### src/hdl/bbsc_pkg.sv
// Shared constants for the battery-backed seconds clock.
// Assumes a single 200 MHz ref_clk shared by both ends.
package bbsc_pkg;

  // ************************************************************
  // Bus geometry
  // ************************************************************
  localparam int ADDR_W = 8;
  localparam int DATA_W = 32;

  // ************************************************************
  // Register offsets (byte addresses)
  // ************************************************************
  localparam logic [7:0] OFF_TIMEKEEPER_CONTROL_HIGH = 8'h00;
  localparam logic [7:0] OFF_TIMEKEEPER_CONTROL_LOW  = 8'h04;
  localparam logic [7:0] OFF_RELOAD                  = 8'h08;
  localparam logic [7:0] OFF_DIVIDER                 = 8'h0C;
  localparam logic [7:0] OFF_COUNT                   = 8'h10;
  localparam logic [7:0] OFF_ALARM                   = 8'h14;
  localparam logic [7:0] OFF_BACKUP_DOMAIN_CONTROL   = 8'h18;
  localparam logic [7:0] OFF_BACKUP_DATA0            = 8'h20;

  // ************************************************************
  // Field positions
  // ************************************************************
  localparam int CH_SECOND_IE   = 0;
  localparam int CH_OVERFLOW_IE = 1;
  localparam int CH_ALARM_IE    = 2;
  localparam int CL_SECOND_F    = 0;
  localparam int CL_ALARM_F     = 1;
  localparam int CL_OVERFLOW_F  = 2;
  localparam int CL_SYNC_F      = 3;
  localparam int CL_WRITE_DONE  = 5;
  localparam int BD_XTAL_EN     = 0;
  localparam int BD_XTAL_RDY    = 1;
  localparam int BD_XTAL_BYP    = 2;
  localparam int BD_SRC_LSB     = 8;
  localparam int BD_CAL_OUT     = 14;
  localparam int BD_CLK_EN      = 15;

  // ************************************************************
  // Reset values and dividers
  // ************************************************************
  localparam logic [19:0] RST_RELOAD = 20'h00000;
  localparam logic [31:0] RST_COUNT  = 32'h00000000;
  localparam logic [31:0] RST_ALARM  = 32'hFFFFFFFF;
  localparam int HSE_DIV          = 128;
  localparam int HSE_DIV_W        = $clog2(HSE_DIV);
  localparam int CAL_DIV          = 64;
  localparam int CAL_HALF_W       = $clog2(CAL_DIV / 2);
  localparam int XTAL_READY_EDGES = 16;

  // ************************************************************
  // Modes and states
  // ************************************************************
  typedef enum logic [1:0] {
    SRC_NONE = 2'h0,
    SRC_XTAL = 2'h1,
    SRC_RC   = 2'h2,
    SRC_HSE  = 2'h3
  } bbsc_src_e;

  typedef enum logic [2:0] {
    H_IDLE, H_SETUP, H_ACCESS, H_POLL_SETUP, H_POLL_ACCESS
  } bbsc_host_e;

endpackage

### src/hdl/bbsc_apb_if.sv
// Peripheral bus between the processor end and the clock block.
// Assumes both ends run on the same ref_clk.
interface bbsc_apb_if;
  import bbsc_pkg::*;
  logic              psel;
  logic              penable;
  logic              pwrite;
  logic [ADDR_W-1:0] paddr;
  logic [DATA_W-1:0] pwdata;
  logic [DATA_W-1:0] prdata;
  logic              pready;
  logic              pslverr;
  logic              backupWriteUnlock;

  modport host (output psel, penable, pwrite, paddr, pwdata,
                output backupWriteUnlock,
                input  prdata, pready, pslverr);
  modport dev  (input  psel, penable, pwrite, paddr, pwdata,
                input  backupWriteUnlock,
                output prdata, pready, pslverr);
endinterface

### src/hdl/bbsc_slow_src.sv
// Slow clock source selection and crystal start-up check.
// Assumes source inputs are synchronous levels slower than ref_clk/2.
module bbsc_slow_src
  import bbsc_pkg::*;
#(
  parameter int READY_EDGES = XTAL_READY_EDGES
) (
  input  logic      ref_clk,
  input  logic      rst_b,
  input  logic      lowSpeedCrystalClock,
  input  logic      internalSlowOscillator,
  input  logic      highSpeedCrystalClock,
  input  logic      crystalOscillatorEnable,
  input  logic      timekeeperClockEnable,
  input  bbsc_src_e slowClockSourceSelect,
  output logic      slowEdge,
  output logic      crystalReadyFlag
);
  localparam int RDY_W = $clog2(READY_EDGES + 1);

  typedef struct packed {
    logic                 xtalQ;
    logic                 rcQ;
    logic                 hseQ;
    logic [HSE_DIV_W-1:0] hseCnt;
    logic [RDY_W-1:0]     rdyCnt;
    logic                 ready;
    logic                 edgeQ;
  } bbsc_src_s;

  bbsc_src_s s;
  bbsc_src_s n;
  logic      xtalRise;
  logic      hseTick;
  logic      pick;

  always_comb begin
    n        = s;
    // Oscillator output is dead while not enabled
    n.xtalQ  = lowSpeedCrystalClock & crystalOscillatorEnable;
    n.rcQ    = internalSlowOscillator;
    n.hseQ   = highSpeedCrystalClock;
    xtalRise = n.xtalQ & ~s.xtalQ;
    hseTick  = 1'h0;
    if (n.hseQ && !s.hseQ) begin
      n.hseCnt = s.hseCnt + 1'h1;
      hseTick  = (s.hseCnt == HSE_DIV_W'(HSE_DIV - 1));
    end
    // Ready after a run of clean edges; a stalled crystal never gets here
    if (!crystalOscillatorEnable) begin
      n.rdyCnt = '0;
      n.ready  = 1'h0;
    end else if (xtalRise && !s.ready) begin
      n.rdyCnt = s.rdyCnt + 1'h1;
      n.ready  = (s.rdyCnt == RDY_W'(READY_EDGES - 1));
    end
    case (slowClockSourceSelect)
      SRC_XTAL: pick = xtalRise;
      SRC_RC:   pick = n.rcQ & ~s.rcQ;
      SRC_HSE:  pick = hseTick;
      default:  pick = 1'h0;
    endcase
    n.edgeQ = pick & timekeeperClockEnable;
  end

  always_ff @(posedge ref_clk or negedge rst_b) begin
    if (!rst_b) begin
      s <= '0;
    end else begin
      s <= n;
    end
  end

  assign slowEdge         = s.edgeQ;
  assign crystalReadyFlag = s.ready;
endmodule

### src/hdl/bbsc_device.sv
// Battery-backed seconds clock: register file, prescaler, counter.
// Assumes rst_b is the backup-domain power-on reset only.
module bbsc_device
  import bbsc_pkg::*;
#(
  parameter int PRE_W       = 20,
  parameter int NUM_BKP     = 10,
  parameter int READY_EDGES = XTAL_READY_EDGES
) (
  input  logic ref_clk,
  input  logic rst_b,
  bbsc_apb_if.dev bus,
  input  logic lowSpeedCrystalClock,
  input  logic internalSlowOscillator,
  input  logic highSpeedCrystalClock,
  output logic crystalOscillatorOn,
  output logic secondIrq,
  output logic overflowIrq,
  output logic alarmIrq,
  output logic externalInterruptLineWakeup,
  output logic tamperOut,
  output logic tamperOe
);

  // ************************************************************
  // State
  // ************************************************************
  typedef struct packed {
    logic                         secondInterruptEnable;
    logic                         overflowIe;
    logic                         alarmIe;
    logic                         secondF;
    logic                         overflowF;
    logic                         alarmF;
    logic                         registersSynchronizedFlag;
    logic [PRE_W-1:0]             prescalerReloadValue;
    logic [PRE_W-1:0]             divider;
    logic [31:0]                  count;
    logic [31:0]                  alarm;
    logic [PRE_W-1:0]             pendReload;
    logic [31:0]                  pendCount;
    logic [31:0]                  pendAlarm;
    logic [2:0]                   pend;
    logic                         crystalOscillatorEnable;
    logic                         crystalBypass;
    logic                         timekeeperClockEnable;
    logic                         calibrationClockOutputEnable;
    logic [1:0]                   slowClockSourceSelect;
    logic [NUM_BKP-1:0][15:0]     bkp;
    logic [CAL_HALF_W-1:0]        calCnt;
    logic                         tamperOut;
    logic                         tamperOe;
    logic                         secondIrq;
    logic                         overflowIrq;
    logic                         alarmIrq;
    logic                         wake;
    logic                         oscOn;
    logic                         pready;
    logic                         pslverr;
    logic [DATA_W-1:0]            prdata;
  } bbsc_dev_s;

  localparam int P_RELOAD = 0;
  localparam int P_COUNT  = 1;
  localparam int P_ALARM  = 2;

  bbsc_dev_s         s;
  bbsc_dev_s         n;
  logic              slowEdge;
  logic              crystalReadyFlag;
  logic              acc;
  logic              tick;
  logic              hit;
  logic              refuse;
  logic              writeCompleteFlag;
  logic [DATA_W-1:0] rd;
  logic [DATA_W-1:0] wd;
  logic [31:0]       countInc;

  function automatic logic inBkp(input logic [ADDR_W-1:0] a);
    return a >= OFF_BACKUP_DATA0 && a[1:0] == 2'h0 &&
           a < ADDR_W'(OFF_BACKUP_DATA0 + 4 * NUM_BKP);
  endfunction

  function automatic logic [3:0] bkpIdx(input logic [ADDR_W-1:0] a);
    logic [ADDR_W-1:0] d;
    d = a - OFF_BACKUP_DATA0;
    return d[5:2];
  endfunction

  // ************************************************************
  // Slow clock source
  // ************************************************************
  bbsc_slow_src #(
    .READY_EDGES (READY_EDGES)
  ) u_src (
    .ref_clk                 (ref_clk),
    .rst_b                   (rst_b),
    .lowSpeedCrystalClock    (lowSpeedCrystalClock),
    .internalSlowOscillator  (internalSlowOscillator),
    .highSpeedCrystalClock   (highSpeedCrystalClock),
    .crystalOscillatorEnable (s.crystalOscillatorEnable),
    .timekeeperClockEnable   (s.timekeeperClockEnable),
    .slowClockSourceSelect   (bbsc_src_e'(s.slowClockSourceSelect)),
    .slowEdge                (slowEdge),
    .crystalReadyFlag        (crystalReadyFlag)
  );

  // ************************************************************
  // Bus access and time-keeping core
  // ************************************************************
  always_comb begin
    n                 = s;
    n.pready          = 1'h0;
    n.pslverr         = 1'h0;
    writeCompleteFlag = ~|s.pend;
    wd                = bus.pwdata;
    // One wait state: the answer is registered
    acc               = bus.psel & bus.penable & ~s.pready;
    rd                = '0;
    hit               = 1'h1;
    case (bus.paddr)
      OFF_TIMEKEEPER_CONTROL_HIGH: begin
        rd[CH_SECOND_IE]   = s.secondInterruptEnable;
        rd[CH_OVERFLOW_IE] = s.overflowIe;
        rd[CH_ALARM_IE]    = s.alarmIe;
      end
      OFF_TIMEKEEPER_CONTROL_LOW: begin
        rd[CL_SECOND_F]   = s.secondF;
        rd[CL_ALARM_F]    = s.alarmF;
        rd[CL_OVERFLOW_F] = s.overflowF;
        rd[CL_SYNC_F]     = s.registersSynchronizedFlag;
        rd[CL_WRITE_DONE] = writeCompleteFlag;
      end
      OFF_RELOAD:  rd[PRE_W-1:0] = s.prescalerReloadValue;
      OFF_DIVIDER: rd[PRE_W-1:0] = s.divider;
      OFF_COUNT:   rd            = s.count;
      OFF_ALARM:   rd            = s.alarm;
      OFF_BACKUP_DOMAIN_CONTROL: begin
        rd[BD_XTAL_EN]                = s.crystalOscillatorEnable;
        rd[BD_XTAL_RDY]               = crystalReadyFlag;
        rd[BD_XTAL_BYP]               = s.crystalBypass;
        rd[BD_SRC_LSB+1:BD_SRC_LSB]   = s.slowClockSourceSelect;
        rd[BD_CAL_OUT]                = s.calibrationClockOutputEnable;
        rd[BD_CLK_EN]                 = s.timekeeperClockEnable;
      end
      default: begin
        if (inBkp(bus.paddr)) begin
          rd[15:0] = s.bkp[bkpIdx(bus.paddr)];
        end else begin
          hit = 1'h0;
        end
      end
    endcase
    // Timed registers refuse a second write until the first lands
    refuse = bus.pwrite && (!bus.backupWriteUnlock ||
             (!writeCompleteFlag && (bus.paddr == OFF_RELOAD ||
              bus.paddr == OFF_COUNT || bus.paddr == OFF_ALARM)));
    if (acc) begin
      n.pready  = 1'h1;
      n.prdata  = bus.pwrite ? '0 : rd;
      n.pslverr = ~hit | refuse;
      if (bus.pwrite && hit && !refuse) begin
        case (bus.paddr)
          OFF_TIMEKEEPER_CONTROL_HIGH: begin
            n.secondInterruptEnable = wd[CH_SECOND_IE];
            n.overflowIe            = wd[CH_OVERFLOW_IE];
            n.alarmIe               = wd[CH_ALARM_IE];
          end
          OFF_TIMEKEEPER_CONTROL_LOW: begin
            // Flags clear on a written zero; a set below still wins
            n.secondF   = s.secondF & wd[CL_SECOND_F];
            n.alarmF    = s.alarmF & wd[CL_ALARM_F];
            n.overflowF = s.overflowF & wd[CL_OVERFLOW_F];
            n.registersSynchronizedFlag =
              s.registersSynchronizedFlag & wd[CL_SYNC_F];
          end
          OFF_RELOAD: begin
            n.pendReload     = wd[PRE_W-1:0];
            n.pend[P_RELOAD] = 1'h1;
          end
          OFF_COUNT: begin
            n.pendCount     = wd;
            n.pend[P_COUNT] = 1'h1;
          end
          OFF_ALARM: begin
            n.pendAlarm     = wd;
            n.pend[P_ALARM] = 1'h1;
          end
          OFF_DIVIDER: begin
            // Read-only: the write is answered and dropped
          end
          OFF_BACKUP_DOMAIN_CONTROL: begin
            n.crystalOscillatorEnable      = wd[BD_XTAL_EN];
            n.crystalBypass                = wd[BD_XTAL_BYP];
            n.slowClockSourceSelect = wd[BD_SRC_LSB+1:BD_SRC_LSB];
            n.calibrationClockOutputEnable = wd[BD_CAL_OUT];
            n.timekeeperClockEnable        = wd[BD_CLK_EN];
          end
          default: begin
            n.bkp[bkpIdx(bus.paddr)] = wd[15:0];
          end
        endcase
      end
    end

    tick     = 1'h0;
    countInc = s.count + 1'h1;
    if (slowEdge) begin
      n.registersSynchronizedFlag = 1'h1;
      if (s.divider == '0) begin
        tick      = 1'h1;
        n.divider = s.prescalerReloadValue;
      end else begin
        n.divider = s.divider - 1'h1;
      end
      if (s.pend[P_RELOAD]) begin
        n.prescalerReloadValue = s.pendReload;
        n.divider              = s.pendReload;
        n.pend[P_RELOAD]       = 1'h0;
      end
      if (s.pend[P_ALARM]) begin
        n.alarm         = s.pendAlarm;
        n.pend[P_ALARM] = 1'h0;
      end
      if (s.pend[P_COUNT]) begin
        n.count         = s.pendCount;
        n.pend[P_COUNT] = 1'h0;
      end else if (tick) begin
        n.count = countInc;
        n.secondF = 1'h1;
        if (s.count == 32'hFFFFFFFF) begin
          n.overflowF = 1'h1;
        end
        if (countInc == s.alarm) begin
          n.alarmF = 1'h1;
        end
      end
      // Slow clock / 64 on the tamper pin for calibration
      if (s.calibrationClockOutputEnable) begin
        n.calCnt = s.calCnt + 1'h1;
        if (s.calCnt == CAL_HALF_W'(CAL_DIV / 2 - 1)) begin
          n.tamperOut = ~s.tamperOut;
        end
      end
    end
    if (!s.calibrationClockOutputEnable) begin
      n.calCnt    = '0;
      n.tamperOut = 1'h0;
    end
    n.tamperOe     = n.calibrationClockOutputEnable;
    n.oscOn        = n.crystalOscillatorEnable & ~n.crystalBypass;
    n.secondIrq    = n.secondF & n.secondInterruptEnable;
    n.overflowIrq  = n.overflowF & n.overflowIe;
    n.alarmIrq     = n.alarmF & n.alarmIe;
    n.wake         = n.alarmF;
  end

  // Only the backup-domain reset reaches this state; system and
  // standby resets are not wired in at all
  always_ff @(posedge ref_clk or negedge rst_b) begin
    if (!rst_b) begin
      s                      <= '0;
      s.prescalerReloadValue <= RST_RELOAD;
      s.count                <= RST_COUNT;
      s.alarm                <= RST_ALARM;
    end else begin
      s <= n;
    end
  end

  assign bus.prdata                  = s.prdata;
  assign bus.pready                  = s.pready;
  assign bus.pslverr                 = s.pslverr;
  assign crystalOscillatorOn         = s.oscOn;
  assign secondIrq                   = s.secondIrq;
  assign overflowIrq                 = s.overflowIrq;
  assign alarmIrq                    = s.alarmIrq;
  assign externalInterruptLineWakeup = s.wake;
  assign tamperOut                   = s.tamperOut;
  assign tamperOe                    = s.tamperOe;
endmodule

### src/flat_wrapper.sv
// flat-port wrapper written by rule: the top's interface ports become plain ports
module bbsc_device_flat import bbsc_pkg::*;
#(
  parameter int PRE_W       = 20,
  parameter int NUM_BKP     = 10,
  parameter int READY_EDGES = XTAL_READY_EDGES
)
  (ref_clk, rst_b, lowSpeedCrystalClock, internalSlowOscillator, highSpeedCrystalClock, crystalOscillatorOn, secondIrq, overflowIrq, alarmIrq, externalInterruptLineWakeup, tamperOut, tamperOe, bus_psel, bus_penable, bus_pwrite, bus_paddr, bus_pwdata, bus_backupWriteUnlock, bus_prdata, bus_pready, bus_pslverr);
  bbsc_apb_if bus_i ();
  input  logic ref_clk;
  input  logic rst_b;
  input  logic lowSpeedCrystalClock;
  input  logic internalSlowOscillator;
  input  logic highSpeedCrystalClock;
  output logic crystalOscillatorOn;
  output logic secondIrq;
  output logic overflowIrq;
  output logic alarmIrq;
  output logic externalInterruptLineWakeup;
  output logic tamperOut;
  output logic tamperOe;
  input wire logic [$bits(bus_i.psel)-1:0] bus_psel;
  input wire logic [$bits(bus_i.penable)-1:0] bus_penable;
  input wire logic [$bits(bus_i.pwrite)-1:0] bus_pwrite;
  input wire logic [$bits(bus_i.paddr)-1:0] bus_paddr;
  input wire logic [$bits(bus_i.pwdata)-1:0] bus_pwdata;
  input wire logic [$bits(bus_i.backupWriteUnlock)-1:0] bus_backupWriteUnlock;
  output wire logic [$bits(bus_i.prdata)-1:0] bus_prdata;
  output wire logic [$bits(bus_i.pready)-1:0] bus_pready;
  output wire logic [$bits(bus_i.pslverr)-1:0] bus_pslverr;
  assign bus_i.psel = bus_psel;
  assign bus_i.penable = bus_penable;
  assign bus_i.pwrite = bus_pwrite;
  assign bus_i.paddr = bus_paddr;
  assign bus_i.pwdata = bus_pwdata;
  assign bus_i.backupWriteUnlock = bus_backupWriteUnlock;
  assign bus_prdata = bus_i.prdata;
  assign bus_pready = bus_i.pready;
  assign bus_pslverr = bus_i.pslverr;
  bbsc_device #(.PRE_W(PRE_W), .NUM_BKP(NUM_BKP), .READY_EDGES(READY_EDGES)) u_core (.ref_clk(ref_clk), .rst_b(rst_b), .bus(bus_i), .lowSpeedCrystalClock(lowSpeedCrystalClock), .internalSlowOscillator(internalSlowOscillator), .highSpeedCrystalClock(highSpeedCrystalClock), .crystalOscillatorOn(crystalOscillatorOn), .secondIrq(secondIrq), .overflowIrq(overflowIrq), .alarmIrq(alarmIrq), .externalInterruptLineWakeup(externalInterruptLineWakeup), .tamperOut(tamperOut), .tamperOe(tamperOe));
endmodule
### config.mk
export PLATFORM = sky130hd
export DESIGN_NAME = bbsc_device_flat
export DESIGN_NICKNAME = d
export VERILOG_FILES = /design/src/hdl/bbsc_pkg.sv /design/src/hdl/bbsc_apb_if.sv /design/src/hdl/bbsc_slow_src.sv /design/src/hdl/bbsc_device.sv /design/src/flat_wrapper.sv
export SDC_FILE = /design/constraint.sdc
export NUM_CORES = 1
export LEC_CHECK = 0
export BUFFER_PORTS_ARGS = -buffer_cell sky130_fd_sc_hd__clkbuf_2
export CAP_MARGIN = 20
export CORE_MARGIN = 5
export CORE_UTILIZATION = 60
export CTS_BUF_LIST = sky130_fd_sc_hd__clkbuf_2
export DETAILED_ROUTE_END_ITERATION = 12
export GPL_TIMING_DRIVEN = 0
export PLACE_DENSITY = 0.8
export SLEW_MARGIN = 40
export SYNTH_ARGS = -nofsm -noshare
export SYNTH_HDL_FRONTEND = slang
export SYNTH_SLANG_ARGS = --single-unit
### constraint.sdc
create_clock -name ref_clk -period 3.2 [get_ports ref_clk]
set_input_delay 0.64 -clock ref_clk [delete_from_list [all_inputs] [get_ports ref_clk]]
set_output_delay 0.64 -clock ref_clk [all_outputs]
set_load 0.005 [all_outputs]
**Word-level counts from Yosys, hierarchy flattened**

Cells that the tools add are included.
Widths: inputs -> output; s select.

- Flip-flop bits (word level): 425
- Bits of input ports: 49
- Output and inout bits: 41
- Logic and storage cells: 188

- Add/sub/neg operators: 6
- $lt $le $gt $ge: 4
- Equality and inequality tests: 17
- Mux-type cells: 54
- Bitwise gates (word level): 22
- Reduce and logical (&&, ||, !) cells: 39

Operators with widths:

| kind | count |
|---|---|
| $mux 169 | 2 |
| $bwmux 160 | 1 |
| $mux 160 | 1 |
| $mux 32 | 4 |
| $mux 108 | 1 |
| $bmux 16 s4 | 1 |
| $demux 16 s4 | 1 |
| $mux 16 | 3 |
| $mux 40 | 1 |
| $mux 34 | 1 |
| $add 32x1->32 const B | 1 |
| $eq 32x32->1 | 1 |
| $eq 32x32->1 const B | 1 |
| $mux 6 | 5 |
| $eq 8x5->1 const B | 3 |
| $pmux 12 s2 | 1 |
| $pmux 2 s6 | 2 |
| $pmux 3 s7 | 1 |
| $logic_not 20->1 | 1 |
| $mux 20 | 1 |
| $pmux 4 s5 | 1 |
| $sub 20x1->20 const B | 1 |
| $reduce_and 3->1 | 6 |
| $eq 8x4->1 const B | 2 |
| other kinds (36) | 99 |

**Depth between registers and ports, before layout**

- Depth in word-level cells: 15
- Depth in mapped cells: 11
- Gate-level depth less buffers: 9

**Cells and area by module**

From an unflattened synthesis, not the netlist that was laid out.

- Cell total of the unflattened synthesis: 1786
- Area, all modules: 21061.4 um2

Modules (own cells, without submodules):

| module | times used | cells an instance | area each (um2) | sequential area each (um2) |
|---|---|---|---|---|
| bbsc_device | 1 | 1723 | 20299.5 | 10249.8 |
| bbsc_slow_src | 1 | 63 | 762.0 | 425.4 |

**Worst setup path after synthesis**

OpenSTA, ideal clock, no wires.

- Path kind: input to register
- Start point: input port bus_paddr[1]
- End point: register with a tool-made name
- Library setup time: 0.125 ns
- Arrival time: 3.208 ns
- Data required time: 3.075 ns
- Slack: -0.133 ns
- Stages on the path: 11
- Buffers on the path: 4
- Cells stage by stage: or4_1 -> buf_2 -> a311o_1 -> buf_2 -> a211oi_2 -> o211a_1 -> buf_4 -> nand3b_4 -> nor2_2 -> buf_4 -> mux2_2

RTL lines:

| item | line | text |
|---|---|---|
| start: declaration | flat_wrapper.sv:25 | `input wire logic [$bits(bus_i.paddr)-1:0] bus_paddr;` |

==> summary.txt <==
Htree depth - 3
Vias in the first global route - 16,852
Share of the synthesized area in the top cell type - 0.466
Leakage power - 11.6 nW
Total power - 9.78 mW
Final wirelength - 61,000 um
Slew margin rel. - 0.414
Most common cell in the netlist - dfrtp_1
Area Overhead vs Synth - 13.9%
Setup TNS - 0 ns
Clock Latency Late Sink - 1.06 ns
Design area - 24,000 um2
R2R depth - 11
WL/cell - 23.5 um
HPWL after DPL - 43,600 um
IO Port Bufs - 87
FF+latch count, synth - 425
CTS clk-pin slew, worst paths - 0.11 ns
Startpoint Class - flip-flop
WP data required - 4.17 ns
Post-Synthesis Cells - 1,809
Final period util - 0.988
Final cell count without fillers - 2,591
DP Cell Count - 2,357
Starting Density - 0.610
Core Rows - 68
GRT Resource Usage Total - 0.314
Peak VDD IR - 0.000330 V
Post-Route Skew - 0.0985 ns
Nets - 2,109
Worst Setup Path Type - flip-flop to flip-flop
Vias - 16,432
Final setup viols - 0
Synth Net Count - 1,865
EDFF count, synth - 0
Routability cong. - 0.973
TritonCTS buffer count - 104
DRT iter0 DRCs - 1,543
WP data arrival - 4.13 ns
DRT Pass-1 Iters - 6
Max Freq - 316 MHz
Synth unique cells - 75
Min-delay worst type - input pin to async pin
Pre-CTS WS - -0.849 ns
Min Tclk post-route - 3.16 ns
Remaining antenna violation count - 0
Asr flop ratio synth - 1.00
Layout cells sized above 1 - 0.366
Commonest cells post-synth - dfrtp_1, mux2_2, o21ai_0
Core area - 34,600 um2
Dominant register cell in the synthesized netlist - dfrtp_1
CP Capture Type - flip-flop
Status - complete, no violations
Top cells by area, synth - dfrtp_1, mux2_2, dfstp_2, mux4_2, o21ai_0
Die ar. - 39,000 um2
Power Dens Cells - 407 nW/um2
Root buffer cell - clkbuf_2
Placed cell area - 22,400 um2
CTS tree - done
First-pass GRT wire length - 95,100 um
Max Buffers Root-to-Sink - 3
Clock Sinks - 425
IO Count - 90
Die height - 198 um
Synth area leader - dfrtp_1
Pin count of the biggest net entering global routing - 75
Initial antenna violation count - 1
Warnings from Yosys - 0
Max Slew Vio Count - 0
Avg Cell Area, Syn - 11.7 um2
Sequential-to-total area share from yosys stat - 0.506
Final worst slack - 0.0383 ns
# DRC - 0
Final Hold Fails - 0
Synthesized area - 21,100 um2
Chip width - 198 um
Vias per cell - 6.34
Worst-Margin Slew - 0.879 ns
Layout fillers - 2,570
Max Cap Violations - 0
GR Overflow Total - 0
CP Max Fanout - 5
metal layers:
| metal | global-route usage | vias up | routed length (um) |
|---|---|---|---|
| li1 | - | 7176 | - |
| met1 | 0.400 | 8277 | 23800 |
| met2 | 0.505 | 786 | 29300 |
| met3 | 0.0826 | 193 | 5040 |
| met4 | 0.147 | 0 | 2780 |
| met5 | 0 | - | 0 |
cell type report:
class / count / area (um2) / area share
clock inverter: 14 / 130 / 0.00541
multi-input combinational: 1193 / 9800 / 0.408
timing repair buffer: 144 / 1080 / 0.0451
inverter: 13 / 48.8 / 0.00203
clock buffer: 173 / 866 / 0.0360
antenna: 2 / 5.00 / 0.000208
buffer: 172 / 863 / 0.0359
sequential: 425 / 10700 / 0.444
tap: 455 / 569 / 0.0237
logic make-up (layout without fill, tap and decap cells):
logic type,after synthesis,in the layout,synth area share
DFF,425,425,0.506
and+or+nand+nor,387,387,0.0973
muxes,375,375,0.217
AOI/OAI and AO/OA,367,367,0.110
buffers and inverters,191,516,0.0421
xor gates and xnor gates,57,57,0.0236
adders and majority gates,7,7,0.00415
other,0,2,0
metrics by stage:
stage                      util  hold slack (ns)
final                     0.694            0.154
after global routing      0.694            0.112
after CTS                 0.691           0.0581
after detailed placement  0.647            0.457
after global placement    0.641            0.447
after floorplan               -            0.344
path summary, 6_finish.rpt:
path                                           startpoint                           endpoint  slack [ns]
min in group ref_clk                           bus_pwrite  u_core.bus.prdata[15]$_DFFE_PN0P_        0.18
hold reg to reg            u_core.u_src.s[12]$_DFFE_PN0P_     u_core.u_src.s[12]$_DFFE_PN0P_        0.48
setup / recovery                u_core.s[364]$_DFFE_PN0P_          u_core.alarmIrq$_DFF_PN0_        0.04
max in group asynchronous                           rst_b          u_core.s[313]$_DFFE_PN1P_        1.99
setup reg to reg                u_core.s[364]$_DFFE_PN0P_          u_core.alarmIrq$_DFF_PN0_        0.04
hold / removal                                      rst_b       u_core.u_src.s[16]$_DFF_PN0_        0.15
repair_timing:
| action | CTS | global route |
|---|---|---|
| pin swaps | 2 | 9 |
| endpoints found under the setup margin | 51 | 10 |
| endpoints found under the hold margin | 304 | 0 |
| setup buffers | 2 | 12 |
| resized for setup | 34 | 12 |
| hold buffers | 37 | 0 |
power breakdown:
group / total, mW / internal (mW) / switching (mW)
clock: 3.80 / 1.58 / 2.22
sequential: 5.47 / 5.43 / 0.0415
combinational: 0.512 / 0.180 / 0.333
cells in the final DEF, fill, tap and decap left out, drive strengths merged, types with 34 or more instances in the layout:
cell         netlist  routed
clkbuf           107     363
buf               71      89
nand3             34      34
a21oi             79      79
dlygate4sd3        0      37
a22oi             42      42
o21ai            118     118
mux4              35      35
nor2              94      94
nand2             88      88
mux2             309     309
dfrtp            393     393
worst max-delay path: stages (launching register included):
cell      delay, ns
dfrtp_2        0.45
inv_1          0.07
ha_2           0.19
or3b_4         0.43
or4_4          0.50
nor3_4         0.33
buf_4          0.17
o211ai_1       0.10
nor4_2         0.32
nand4_1        0.14
buf_4          0.19
a21boi_2       0.17
No activity file was read; power rests on OpenSTA's default activity.
